## src/verilog/wspe_regs.svh

```systemverilog
// Purpose: Timing counts and detection levels of the wheel-speed pulse encoder.
// Assumes: The block clock runs at 100 MHz.
// Notes: Times keep their printed unit; cycle counts are derived from them.
`ifndef WSPE_REGS_SVH
`define WSPE_REGS_SVH

`define WSPE_CLK_MHZ 100
`define WSPE_CLK_HZ (`WSPE_CLK_MHZ * 1000000)

`define WSPE_PRE_US 30
`define WSPE_FWD_US 45
`define WSPE_REV_US 90
`define WSPE_HS_US 30
`define WSPE_STILL_US 1440
`define WSPE_STOP_MS 737

`define WSPE_UP_HZ 1000
`define WSPE_DOWN_HZ 950
`define WSPE_HYS_HZ (`WSPE_UP_HZ - `WSPE_DOWN_HZ)

`define WSPE_ON_PCT 60
`define WSPE_OFF_PCT 40

`define WSPE_PRE_CYC (`WSPE_PRE_US * `WSPE_CLK_MHZ)
`define WSPE_FWD_CYC (`WSPE_FWD_US * `WSPE_CLK_MHZ)
`define WSPE_REV_CYC (`WSPE_REV_US * `WSPE_CLK_MHZ)
`define WSPE_HS_CYC (`WSPE_HS_US * `WSPE_CLK_MHZ)
`define WSPE_STILL_CYC (`WSPE_STILL_US * `WSPE_CLK_MHZ)
`define WSPE_STOP_CYC (`WSPE_STOP_MS * 1000 * `WSPE_CLK_MHZ)
`define WSPE_UP_PERIOD_CYC (`WSPE_CLK_HZ / `WSPE_UP_HZ)
`define WSPE_DOWN_PERIOD_CYC (`WSPE_CLK_HZ / `WSPE_DOWN_HZ)

`endif

```

## src/verilog/wspe_pkg.sv

```systemverilog
// Purpose: Types shared by the wheel-speed pulse encoder files.
// Assumes: Nothing beyond the header of timing constants.
// Notes: The pulse kind is also a port of the top module.
package wspe_pkg;

  typedef enum logic [1:0] {
    WSPE_KIND_FWD,
    WSPE_KIND_REV,
    WSPE_KIND_HS,
    WSPE_KIND_STILL
  } wspe_kind_t;

  typedef enum logic [1:0] {
    WSPE_ST_IDLE,
    WSPE_ST_PRE,
    WSPE_ST_PULSE
  } wspe_state_t;

endpackage : wspe_pkg

```

## src/verilog/wspe_detect.sv

```systemverilog
// Purpose: Turns the processed magnetic signal into switching events.
// Assumes: Peak and valley come from upstream amplitude tracking, one sample per clock.
// Notes: Both crossings make an event; only the switch-on one marks a new magnetic cycle.
`timescale 1ns/1ns
`include "wspe_regs.svh"

module wspe_detect
  import wspe_pkg::*;
#(
  parameter int unsigned SIG_W = 12
) (
  input wire logic i_mclk,
  input wire logic i_sys_rst,
  input wire logic [SIG_W-1:0] i_sample,
  input wire logic [SIG_W-1:0] i_peak_max,
  input wire logic [SIG_W-1:0] i_peak_min,
  output logic o_switched_on,
  output logic o_event,
  output logic o_cycle_start
);

  initial begin
    if (SIG_W < 2 || SIG_W > 24) $error("wspe_detect: SIG_W must be 2 to 24");
  end

  // The product is widened so that a full-scale span times 100 cannot overflow.
  function automatic logic [SIG_W-1:0] level_at(input logic [SIG_W-1:0] lo, input logic [SIG_W-1:0] hi,
                                                input int unsigned pct);
    logic [SIG_W+7:0] span;
    span = (hi > lo) ? {8'h00, hi - lo} : '0;
    return lo + SIG_W'((span * (SIG_W + 8)'(pct)) / (SIG_W + 8)'(100));
  endfunction : level_at

  logic [SIG_W-1:0] on_level;
  logic [SIG_W-1:0] off_level;
  logic next_switched_on;
  logic next_event;

  always_comb begin
    on_level = level_at(i_peak_min, i_peak_max, `WSPE_ON_PCT);
    off_level = level_at(i_peak_min, i_peak_max, `WSPE_OFF_PCT);
    next_switched_on = o_switched_on;
    next_event = 1'b0;
    if (!o_switched_on && i_sample >= on_level) begin
      next_switched_on = 1'b1;
      next_event = 1'b1;
    end else if (o_switched_on && i_sample <= off_level) begin
      next_switched_on = 1'b0;
      next_event = 1'b1;
    end
  end

  always_ff @(posedge i_mclk or posedge i_sys_rst) begin
    if (i_sys_rst) begin
      o_switched_on <= 1'b0;
      o_event <= 1'b0;
    end else begin
      o_switched_on <= next_switched_on;
      o_event <= next_event;
    end
  end

  assign o_cycle_start = o_event && o_switched_on;
endmodule : wspe_detect

```

## src/verilog/wspe_encoder.sv

```systemverilog
// Purpose: Wheel-speed pulse encoder: one current pulse on the two-wire line per event.
// Assumes: Direction comes from upstream phase logic and is valid with each sample.
// Notes: o_high_current high means the supply draws its pulse current.
`timescale 1ns/1ns
`include "wspe_regs.svh"

// Operation
// - Every pulse is preceded by 30 us (25 to 36 us) of low current on the line.
// - Below the low-speed threshold a forward event gives a 45 us pulse and a reverse event a 90 us pulse.
// - Above the high-speed threshold every event gives a 30 us pulse whatever its direction.
// - Encoding turns to high speed when the rising magnetic frequency passes about 1000 Hz.
// - Encoding returns to low speed when the falling frequency drops below about 950 Hz.
// - While the target stands still a standstill pulse of 1440 us is sent.
// - Standstill pulses repeat every 737 ms for as long as no magnetic event occurs.
// - An event switches on at 60 percent and back at 40 percent of the signal span.
module wspe_encoder
  import wspe_pkg::*;
#(
  parameter int unsigned SIG_W = 12,
  parameter int unsigned PEND_W = 3,
  parameter int unsigned STILL_CYC = `WSPE_STILL_CYC,
  parameter int unsigned STOP_CYC = `WSPE_STOP_CYC,
  parameter int unsigned FWD_CYC = `WSPE_FWD_CYC,
  parameter int unsigned REV_CYC = `WSPE_REV_CYC,
  parameter int unsigned UP_PERIOD_CYC = `WSPE_UP_PERIOD_CYC,
  parameter int unsigned DOWN_PERIOD_CYC = `WSPE_DOWN_PERIOD_CYC
) (
  input wire logic i_mclk,
  input wire logic i_sys_rst,
  input wire logic [SIG_W-1:0] i_sample,
  input wire logic [SIG_W-1:0] i_peak_max,
  input wire logic [SIG_W-1:0] i_peak_min,
  input wire logic i_reverse,
  output logic o_high_current,
  output wspe_kind_t o_pulse_kind,
  output logic o_high_speed,
  output logic o_busy
);

  localparam int unsigned PRE_CYC = `WSPE_PRE_CYC;
  localparam int unsigned HS_CYC = `WSPE_HS_CYC;
  localparam int unsigned CNT_W = 18;
  localparam int unsigned PER_W = 18;
  localparam int unsigned STOP_W = 27;

  initial begin
    if (STILL_CYC >= 2 ** CNT_W || REV_CYC >= 2 ** CNT_W || FWD_CYC < 1 || STILL_CYC < 1)
      $error("wspe_encoder: pulse widths must fit the width counter");
    if (DOWN_PERIOD_CYC + 1 >= 2 ** PER_W || UP_PERIOD_CYC > DOWN_PERIOD_CYC)
      $error("wspe_encoder: speed thresholds out of range");
    if (STOP_CYC >= 2 ** STOP_W || STOP_CYC < 2) $error("wspe_encoder: standstill period out of range");
    if (PEND_W < 1 || PEND_W > 8) $error("wspe_encoder: PEND_W must be 1 to 8");
  end

  function automatic logic [CNT_W-1:0] width_of(input wspe_kind_t kind);
    unique case (kind)
      WSPE_KIND_FWD: return CNT_W'(FWD_CYC - 1);
      WSPE_KIND_REV: return CNT_W'(REV_CYC - 1);
      WSPE_KIND_HS: return CNT_W'(HS_CYC - 1);
      WSPE_KIND_STILL: return CNT_W'(STILL_CYC - 1);
    endcase
  endfunction : width_of

  logic mag_event;
  logic cycle_start;

  wspe_detect #(
    .SIG_W(SIG_W)
  ) u_detect (
    .i_mclk(i_mclk),
    .i_sys_rst(i_sys_rst),
    .i_sample(i_sample),
    .i_peak_max(i_peak_max),
    .i_peak_min(i_peak_min),
    .o_switched_on(),
    .o_event(mag_event),
    .o_cycle_start(cycle_start)
  );

  // Speed mode: period of the magnetic cycle measured between switch-on events.
  logic [PER_W-1:0] period_cnt;
  logic [PER_W-1:0] next_period_cnt;
  logic next_high_speed;

  always_comb begin
    next_period_cnt = period_cnt;
    next_high_speed = o_high_speed;
    if (cycle_start) begin
      next_period_cnt = '0;
      if (!o_high_speed && period_cnt < PER_W'(UP_PERIOD_CYC)) next_high_speed = 1'b1;
      if (o_high_speed && period_cnt > PER_W'(DOWN_PERIOD_CYC)) next_high_speed = 1'b0;
    end else if (period_cnt <= PER_W'(DOWN_PERIOD_CYC)) begin
      next_period_cnt = period_cnt + 1'b1;
    end else begin
      // A cycle already longer than the downshift period means the wheel slowed.
      next_high_speed = 1'b0;
    end
  end

  always_ff @(posedge i_mclk or posedge i_sys_rst) begin
    if (i_sys_rst) begin
      period_cnt <= '1;
      o_high_speed <= 1'b0;
    end else begin
      period_cnt <= next_period_cnt;
      o_high_speed <= next_high_speed;
    end
  end

  // Standstill timer, restarted by every magnetic event and by each standstill pulse.
  logic [STOP_W-1:0] stop_cnt;
  logic [STOP_W-1:0] next_stop_cnt;
  logic still_due;

  always_comb begin
    still_due = !mag_event && stop_cnt == STOP_W'(STOP_CYC - 1);
    next_stop_cnt = stop_cnt + 1'b1;
    if (mag_event || still_due) next_stop_cnt = '0;
  end

  always_ff @(posedge i_mclk or posedge i_sys_rst) begin
    if (i_sys_rst) begin
      stop_cnt <= '0;
    end else begin
      stop_cnt <= next_stop_cnt;
    end
  end

  // Pulse sequencer. Events that arrive during a pulse wait in a counter; they keep
  // the direction of the newest one, a trade-off that avoids a per-event buffer.
  wspe_state_t state;
  wspe_state_t next_state;
  logic [CNT_W-1:0] cnt;
  logic [CNT_W-1:0] next_cnt;
  wspe_kind_t next_kind;
  logic [PEND_W-1:0] pend;
  logic [PEND_W-1:0] next_pend;
  logic pend_rev;
  logic next_pend_rev;
  logic next_high_current;
  logic take;
  wspe_kind_t ev_kind;

  always_comb begin
    next_state = state;
    next_cnt = cnt;
    next_kind = o_pulse_kind;
    next_pend = pend;
    next_pend_rev = pend_rev;
    ev_kind = o_high_speed ? WSPE_KIND_HS : (pend_rev ? WSPE_KIND_REV : WSPE_KIND_FWD);
    if (mag_event) begin
      next_pend_rev = i_reverse;
      if (pend != '1) next_pend = pend + 1'b1;
    end
    take = 1'b0;
    unique case (state)
      WSPE_ST_IDLE: begin
        if (pend != '0) begin
          take = 1'b1;
        end else if (still_due) begin
          next_state = WSPE_ST_PRE;
          next_cnt = CNT_W'(PRE_CYC - 1);
          next_kind = WSPE_KIND_STILL;
        end
      end
      WSPE_ST_PRE: begin
        if (cnt == '0) begin
          next_state = WSPE_ST_PULSE;
          next_cnt = width_of(o_pulse_kind);
        end else begin
          next_cnt = cnt - 1'b1;
        end
      end
      WSPE_ST_PULSE: begin
        if (cnt != '0) begin
          next_cnt = cnt - 1'b1;
        end else if (pend != '0) begin
          take = 1'b1;
        end else begin
          next_state = WSPE_ST_IDLE;
        end
      end
      default: next_state = WSPE_ST_IDLE;
    endcase
    if (take) begin
      next_state = WSPE_ST_PRE;
      next_cnt = CNT_W'(PRE_CYC - 1);
      next_kind = ev_kind;
      if (!mag_event) next_pend = pend - 1'b1;
      else if (pend == '1) next_pend = pend - 1'b1;
      else next_pend = pend;
    end
    next_high_current = next_state == WSPE_ST_PULSE;
  end

  always_ff @(posedge i_mclk or posedge i_sys_rst) begin
    if (i_sys_rst) begin
      state <= WSPE_ST_IDLE;
      cnt <= '0;
      o_pulse_kind <= WSPE_KIND_FWD;
      pend <= '0;
      pend_rev <= 1'b0;
      o_high_current <= 1'b0;
    end else begin
      state <= next_state;
      cnt <= next_cnt;
      o_pulse_kind <= next_kind;
      pend <= next_pend;
      pend_rev <= next_pend_rev;
      o_high_current <= next_high_current;
    end
  end

  assign o_busy = state != WSPE_ST_IDLE;

  // Helper counters of the current run of low and high line cycles.
  logic [STOP_W-1:0] low_run;
  logic [CNT_W:0] high_run;
  always_ff @(posedge i_mclk or posedge i_sys_rst) begin
    if (i_sys_rst) begin
      low_run <= '0;
      high_run <= '0;
    end else begin
      low_run <= o_high_current ? '0 : ((low_run == '1) ? low_run : low_run + 1'b1);
      high_run <= o_high_current ? high_run + 1'b1 : '0;
    end
  end
endmodule : wspe_encoder

```

## config.mk

```make
export PLATFORM = sky130hd
export DESIGN_NAME = wspe_encoder
export DESIGN_NICKNAME = d
export VERILOG_FILES = /design/src/verilog/wspe_pkg.sv /design/src/verilog/wspe_detect.sv /design/src/verilog/wspe_encoder.sv
export VERILOG_INCLUDE_DIRS = /design/src /design/src/verilog
export SDC_FILE = /design/constraint.sdc
export NUM_CORES = 1
export LEC_CHECK = 0
export BUFFER_PORTS_ARGS = -buffer_cell sky130_fd_sc_hd__buf_2
export CORE_MARGIN = 2
export CORE_UTILIZATION = 35
export DETAILED_ROUTE_END_ITERATION = 16
export SLEW_MARGIN = 40
export SYNTH_ARGS = -nofsm -noshare
export SYNTH_HDL_FRONTEND = slang
export SYNTH_SLANG_ARGS = --single-unit
```

## constraint.sdc

```tcl
create_clock -name i_mclk -period 4.2 [get_ports i_mclk]
set_input_delay 0.21 -clock i_mclk [delete_from_list [all_inputs] [get_ports i_mclk]]
set_output_delay 0.21 -clock i_mclk [all_outputs]
set_load 0.02 [all_outputs]
```

==> reports/qor.txt <==
======================================================================================
Clock Root Buffer                                                         sky130_fd_sc_hd__clkbuf_16
Worst Path Arrival                                                            14.01 ns
Synth warnings                                                                       0
Clk sinks                                                                           75
Final Core Density                                                              0.5145
Delay-heaviest family, CP                                                 compound AO/OA/AOI/OAI gates
Post-Syn Nets                                                                     1885
Clock latency at the later pin of the worst-skew pair                          0.34 ns
Slowest CP cell                                                           sky130_fd_sc_hd__fa_2
Global-route wire length before repair                                        67940 um
Clock tree from TritonCTS                                                        built
Type of the worst min-delay path                                             in -> reg
Number of standard-cell rows in the floorplan                                       71
Final-layout fill cell count                                                      3487
PortBufs                                                                            43
Max-Cap Viols                                                                        0
Placeable core region                                                      37490 sq um
GR Overflow Total                                                                    0
Final-report max-slew violation count                                                0
Die height                                                                    198.8 um
Per-cell via count in the routed design                                          5.321
Total number of H-tree levels                                                        3
Relative slew margins                                                           0.5186
Clock-pin slew on the worst setup and hold paths                               0.07 ns
Stage delay of the slowest cell on the critical path                           0.51 ns
Area enclosed by the die boundary                                          39510 sq um
Post-synthesis cell type with the largest combined area                   sky130_fd_sc_hd__ha_1
Number of global-route vias before repair                                       14.80k
IO Pins                                                                             44
Final Cycle Share                                                                3.285
Cell area after layout                                                     19290 sq um
Most used flip-flop cell after synthesis                                  sky130_fd_sc_hd__dfrtp_1
Final setup skew                                                           0.009922 ns
Cell mode on critical path                                                sky130_fd_sc_hd__buf_4
Critical path start-end classification                                       in -> reg
Initial detailed-routing violation count                                           715
Sequential share of the synthesized area                                        0.1430
TritonCTS Buffers                                                                    9
Unrepaired setup endpoints after global routing                                    yes
Initial antenna violation count                                                      7
Combined buffer and inverter count along the critical path                          15
Ratio of cells with drive above 1 in the final layout                           0.3783
Number of nets in the finished design                                             2440
Detailed Routing Iterations Pass 1                                                   5
Total number of cells along the worst setup path                                    75
Synth Instances                                                                   1703
Final critical-path setup slack                                              -9.598 ns
Number of endpoints failing setup at the final stage                                 2
Post-route DRC violation count                                                       0
Number of distinct standard cells referenced by the synthesized netlist            127
Critical path capture point type                                                  flop
Cell area after synthesis                                                  13280 sq um
Half-perimeter wire length of the detailed placement result                   32820 um
Async set or reset register ratio after synthesis                                1.000
Antenna Violating Nets Remaining                                                     0
Worst-case setup slack after placement                                       -10.17 ns
Drt total wl                                                                  40790 um
Tot GR Track Use                                                                0.2039
Routability congestion estimate from global placement                           0.8845
Reg2reg path depth                                                                  15
Largest fanout on the critical path                                                  7
Die X-Extent                                                                  198.8 um
Starting utilization of the core area                                           0.3542
Worst-case clock buffer depth                                                        2
Actual transition at the worst max-transition pin                            0.7187 ns
Max Fclk                                                                     72.47 MHz
Layout-stage area growth over the synthesis result                              45.25%
CP required                                                                    4.42 ns
Number of endpoints with negative hold slack in the final report                     0
Setup crit start kind                                                     primary input
Flip-flop and latch count after synthesis                                           75
Routed wirelength normalized by instance count                                14.69 um
Result of the run                                                         finished with violations
Violations in the final reports                                           negative setup slack
Synthesized area per cell                                                  7.797 sq um
Number of cells on the worst hold path                                               2
Number of flops mapped to enable cells by yosys                                      0
Largest net degree at the start of global routing                                   55
Commonest non-fill, non-tap cell in the layout                            sky130_fd_sc_hd__buf_4
Count of vias placed by the detailed router                                     14.77k
Time the final worst path needs with I/O delays and setup                     13.80 ns
Top post-synthesis cells by area                                          sky130_fd_sc_hd__ha_1 (11%), sky130_fd_sc_hd__dfrtp_1 (11%), sky130_fd_sc_hd__xnor2_1 (5.8%)
Highest-count cells in the layout ignoring fill and taps                  sky130_fd_sc_hd__buf_4 (546), sky130_fd_sc_hd__nor2_1 (156), sky130_fd_sc_hd__nand2_1 (130)
Placed cell area                                                           17950 sq um
Share of Yosys cell area claimed by the top area cell type                      0.1121
======================================================================================
==> worst paths after layout <==
kind | start | end | slack (ns)
setup / recovery | i_peak_min[0] | u_detect.o_event | -9.60
hold / removal | i_reverse | pend_rev | 0.12
setup reg to reg | cnt[0] | pend[2] | 0.33
hold reg to reg | stop_cnt[0] | stop_cnt[0] | 0.49
max in group asynchronous | i_sys_rst | stop_cnt[5] | 2.95
min in group asynchronous | i_sys_rst | cnt[17] | 0.51
==> cells by family (layout without fill, tap and decap cells) <==
kind of cell | after synthesis | in the layout | share of synthesized area
compound gates | 546 | 546 | 0.3091
mux | 24 | 24 | 0.02026
xor+xnor | 135 | 135 | 0.09432
buf+inv | 173 | 733 | 0.05220
fa+ha+maj | 150 | 150 | 0.1539
flops | 75 | 75 | 0.1430
other cells | 0 | 2 | 0
simple gates | 600 | 600 | 0.2273
==> layer usage <==
layer | GRT usage | up-vias | routed length [um] | part of all wire
met5 | 0 | - | 69 | 0.0017
met4 | 0.04174 | 10 | 643 | 0.016
met3 | 0.01950 | 54 | 1224 | 0.030
met2 | 0.3730 | 235 | 20250 | 0.50
met1 | 0.2590 | 7024 | 18600 | 0.46
li1 | - | 7449 | - | -
==> cells in the mapped netlist, types with 19 or more instances <==
| cell | count |
|---|---|
| sky130_fd_sc_hd__nor2_1 | 159 |
| sky130_fd_sc_hd__xor2_1 | 40 |
| sky130_fd_sc_hd__nor3_1 | 40 |
| sky130_fd_sc_hd__inv_1 | 114 |
| sky130_fd_sc_hd__and3_1 | 23 |
| sky130_fd_sc_hd__nand2b_1 | 22 |
| sky130_fd_sc_hd__o21ai_0 | 78 |
| sky130_fd_sc_hd__clkbuf_1 | 24 |
| sky130_fd_sc_hd__nand2_1 | 138 |
| sky130_fd_sc_hd__nand3_1 | 57 |
| sky130_fd_sc_hd__a21o_1 | 26 |
| sky130_fd_sc_hd__dfrtp_1 | 57 |
| sky130_fd_sc_hd__xnor2_1 | 88 |
| sky130_fd_sc_hd__or3_1 | 21 |
| sky130_fd_sc_hd__nand4_1 | 30 |
| sky130_fd_sc_hd__ha_1 | 119 |
| sky130_fd_sc_hd__a31oi_1 | 19 |
| sky130_fd_sc_hd__fa_1 | 24 |
| sky130_fd_sc_hd__a21oi_1 | 107 |
| sky130_fd_sc_hd__o211ai_1 | 25 |
| sky130_fd_sc_hd__o21a_1 | 29 |
==> layout make-up <==
type	instances	area, sq um	area share
timing repair buffer	595	4387	0.2274
antenna	2	5.005	0.0002595
tap	511	639.4	0.03315
clock buffer	9	225.2	0.01168
inverter	122	469.2	0.02433
multi-input combinational	1455	11560	0.5995
clock inverter	7	100.1	0.005190
sequential	75	1899	0.09848
==> stage by stage <==
stage	cells	TNS, ns	hold WS, ns
floorplan	1703	-18.46	0.3617
global placement	2723	-19.81	0.4675
detailed placement	2723	-20.35	0.3504
CTS	2768	-18.68	0.1118
global route	2774	-20.80	0.1132
finish	2776	-19.19	0.1222
==> flip-flops by register name (all words and copies together) (netlist names), 2 cells and up <==
name	cells
o_pulse_kind	2
state	2
cnt	18
stop_cnt	27
period_cnt	18
pend	3
==> timing repair <==
item	in CTS	in global routing
resized for setup	97	43
setup endpoints to repair	2	5
hold endpoints to repair	22	0
hold buffers	1	0
pin swaps	47	28
setup buffers	28	6
Power is left out: the tool's default activity adds up to more than one toggle a clock period on the data nets, which glitch-free logic cannot reach.
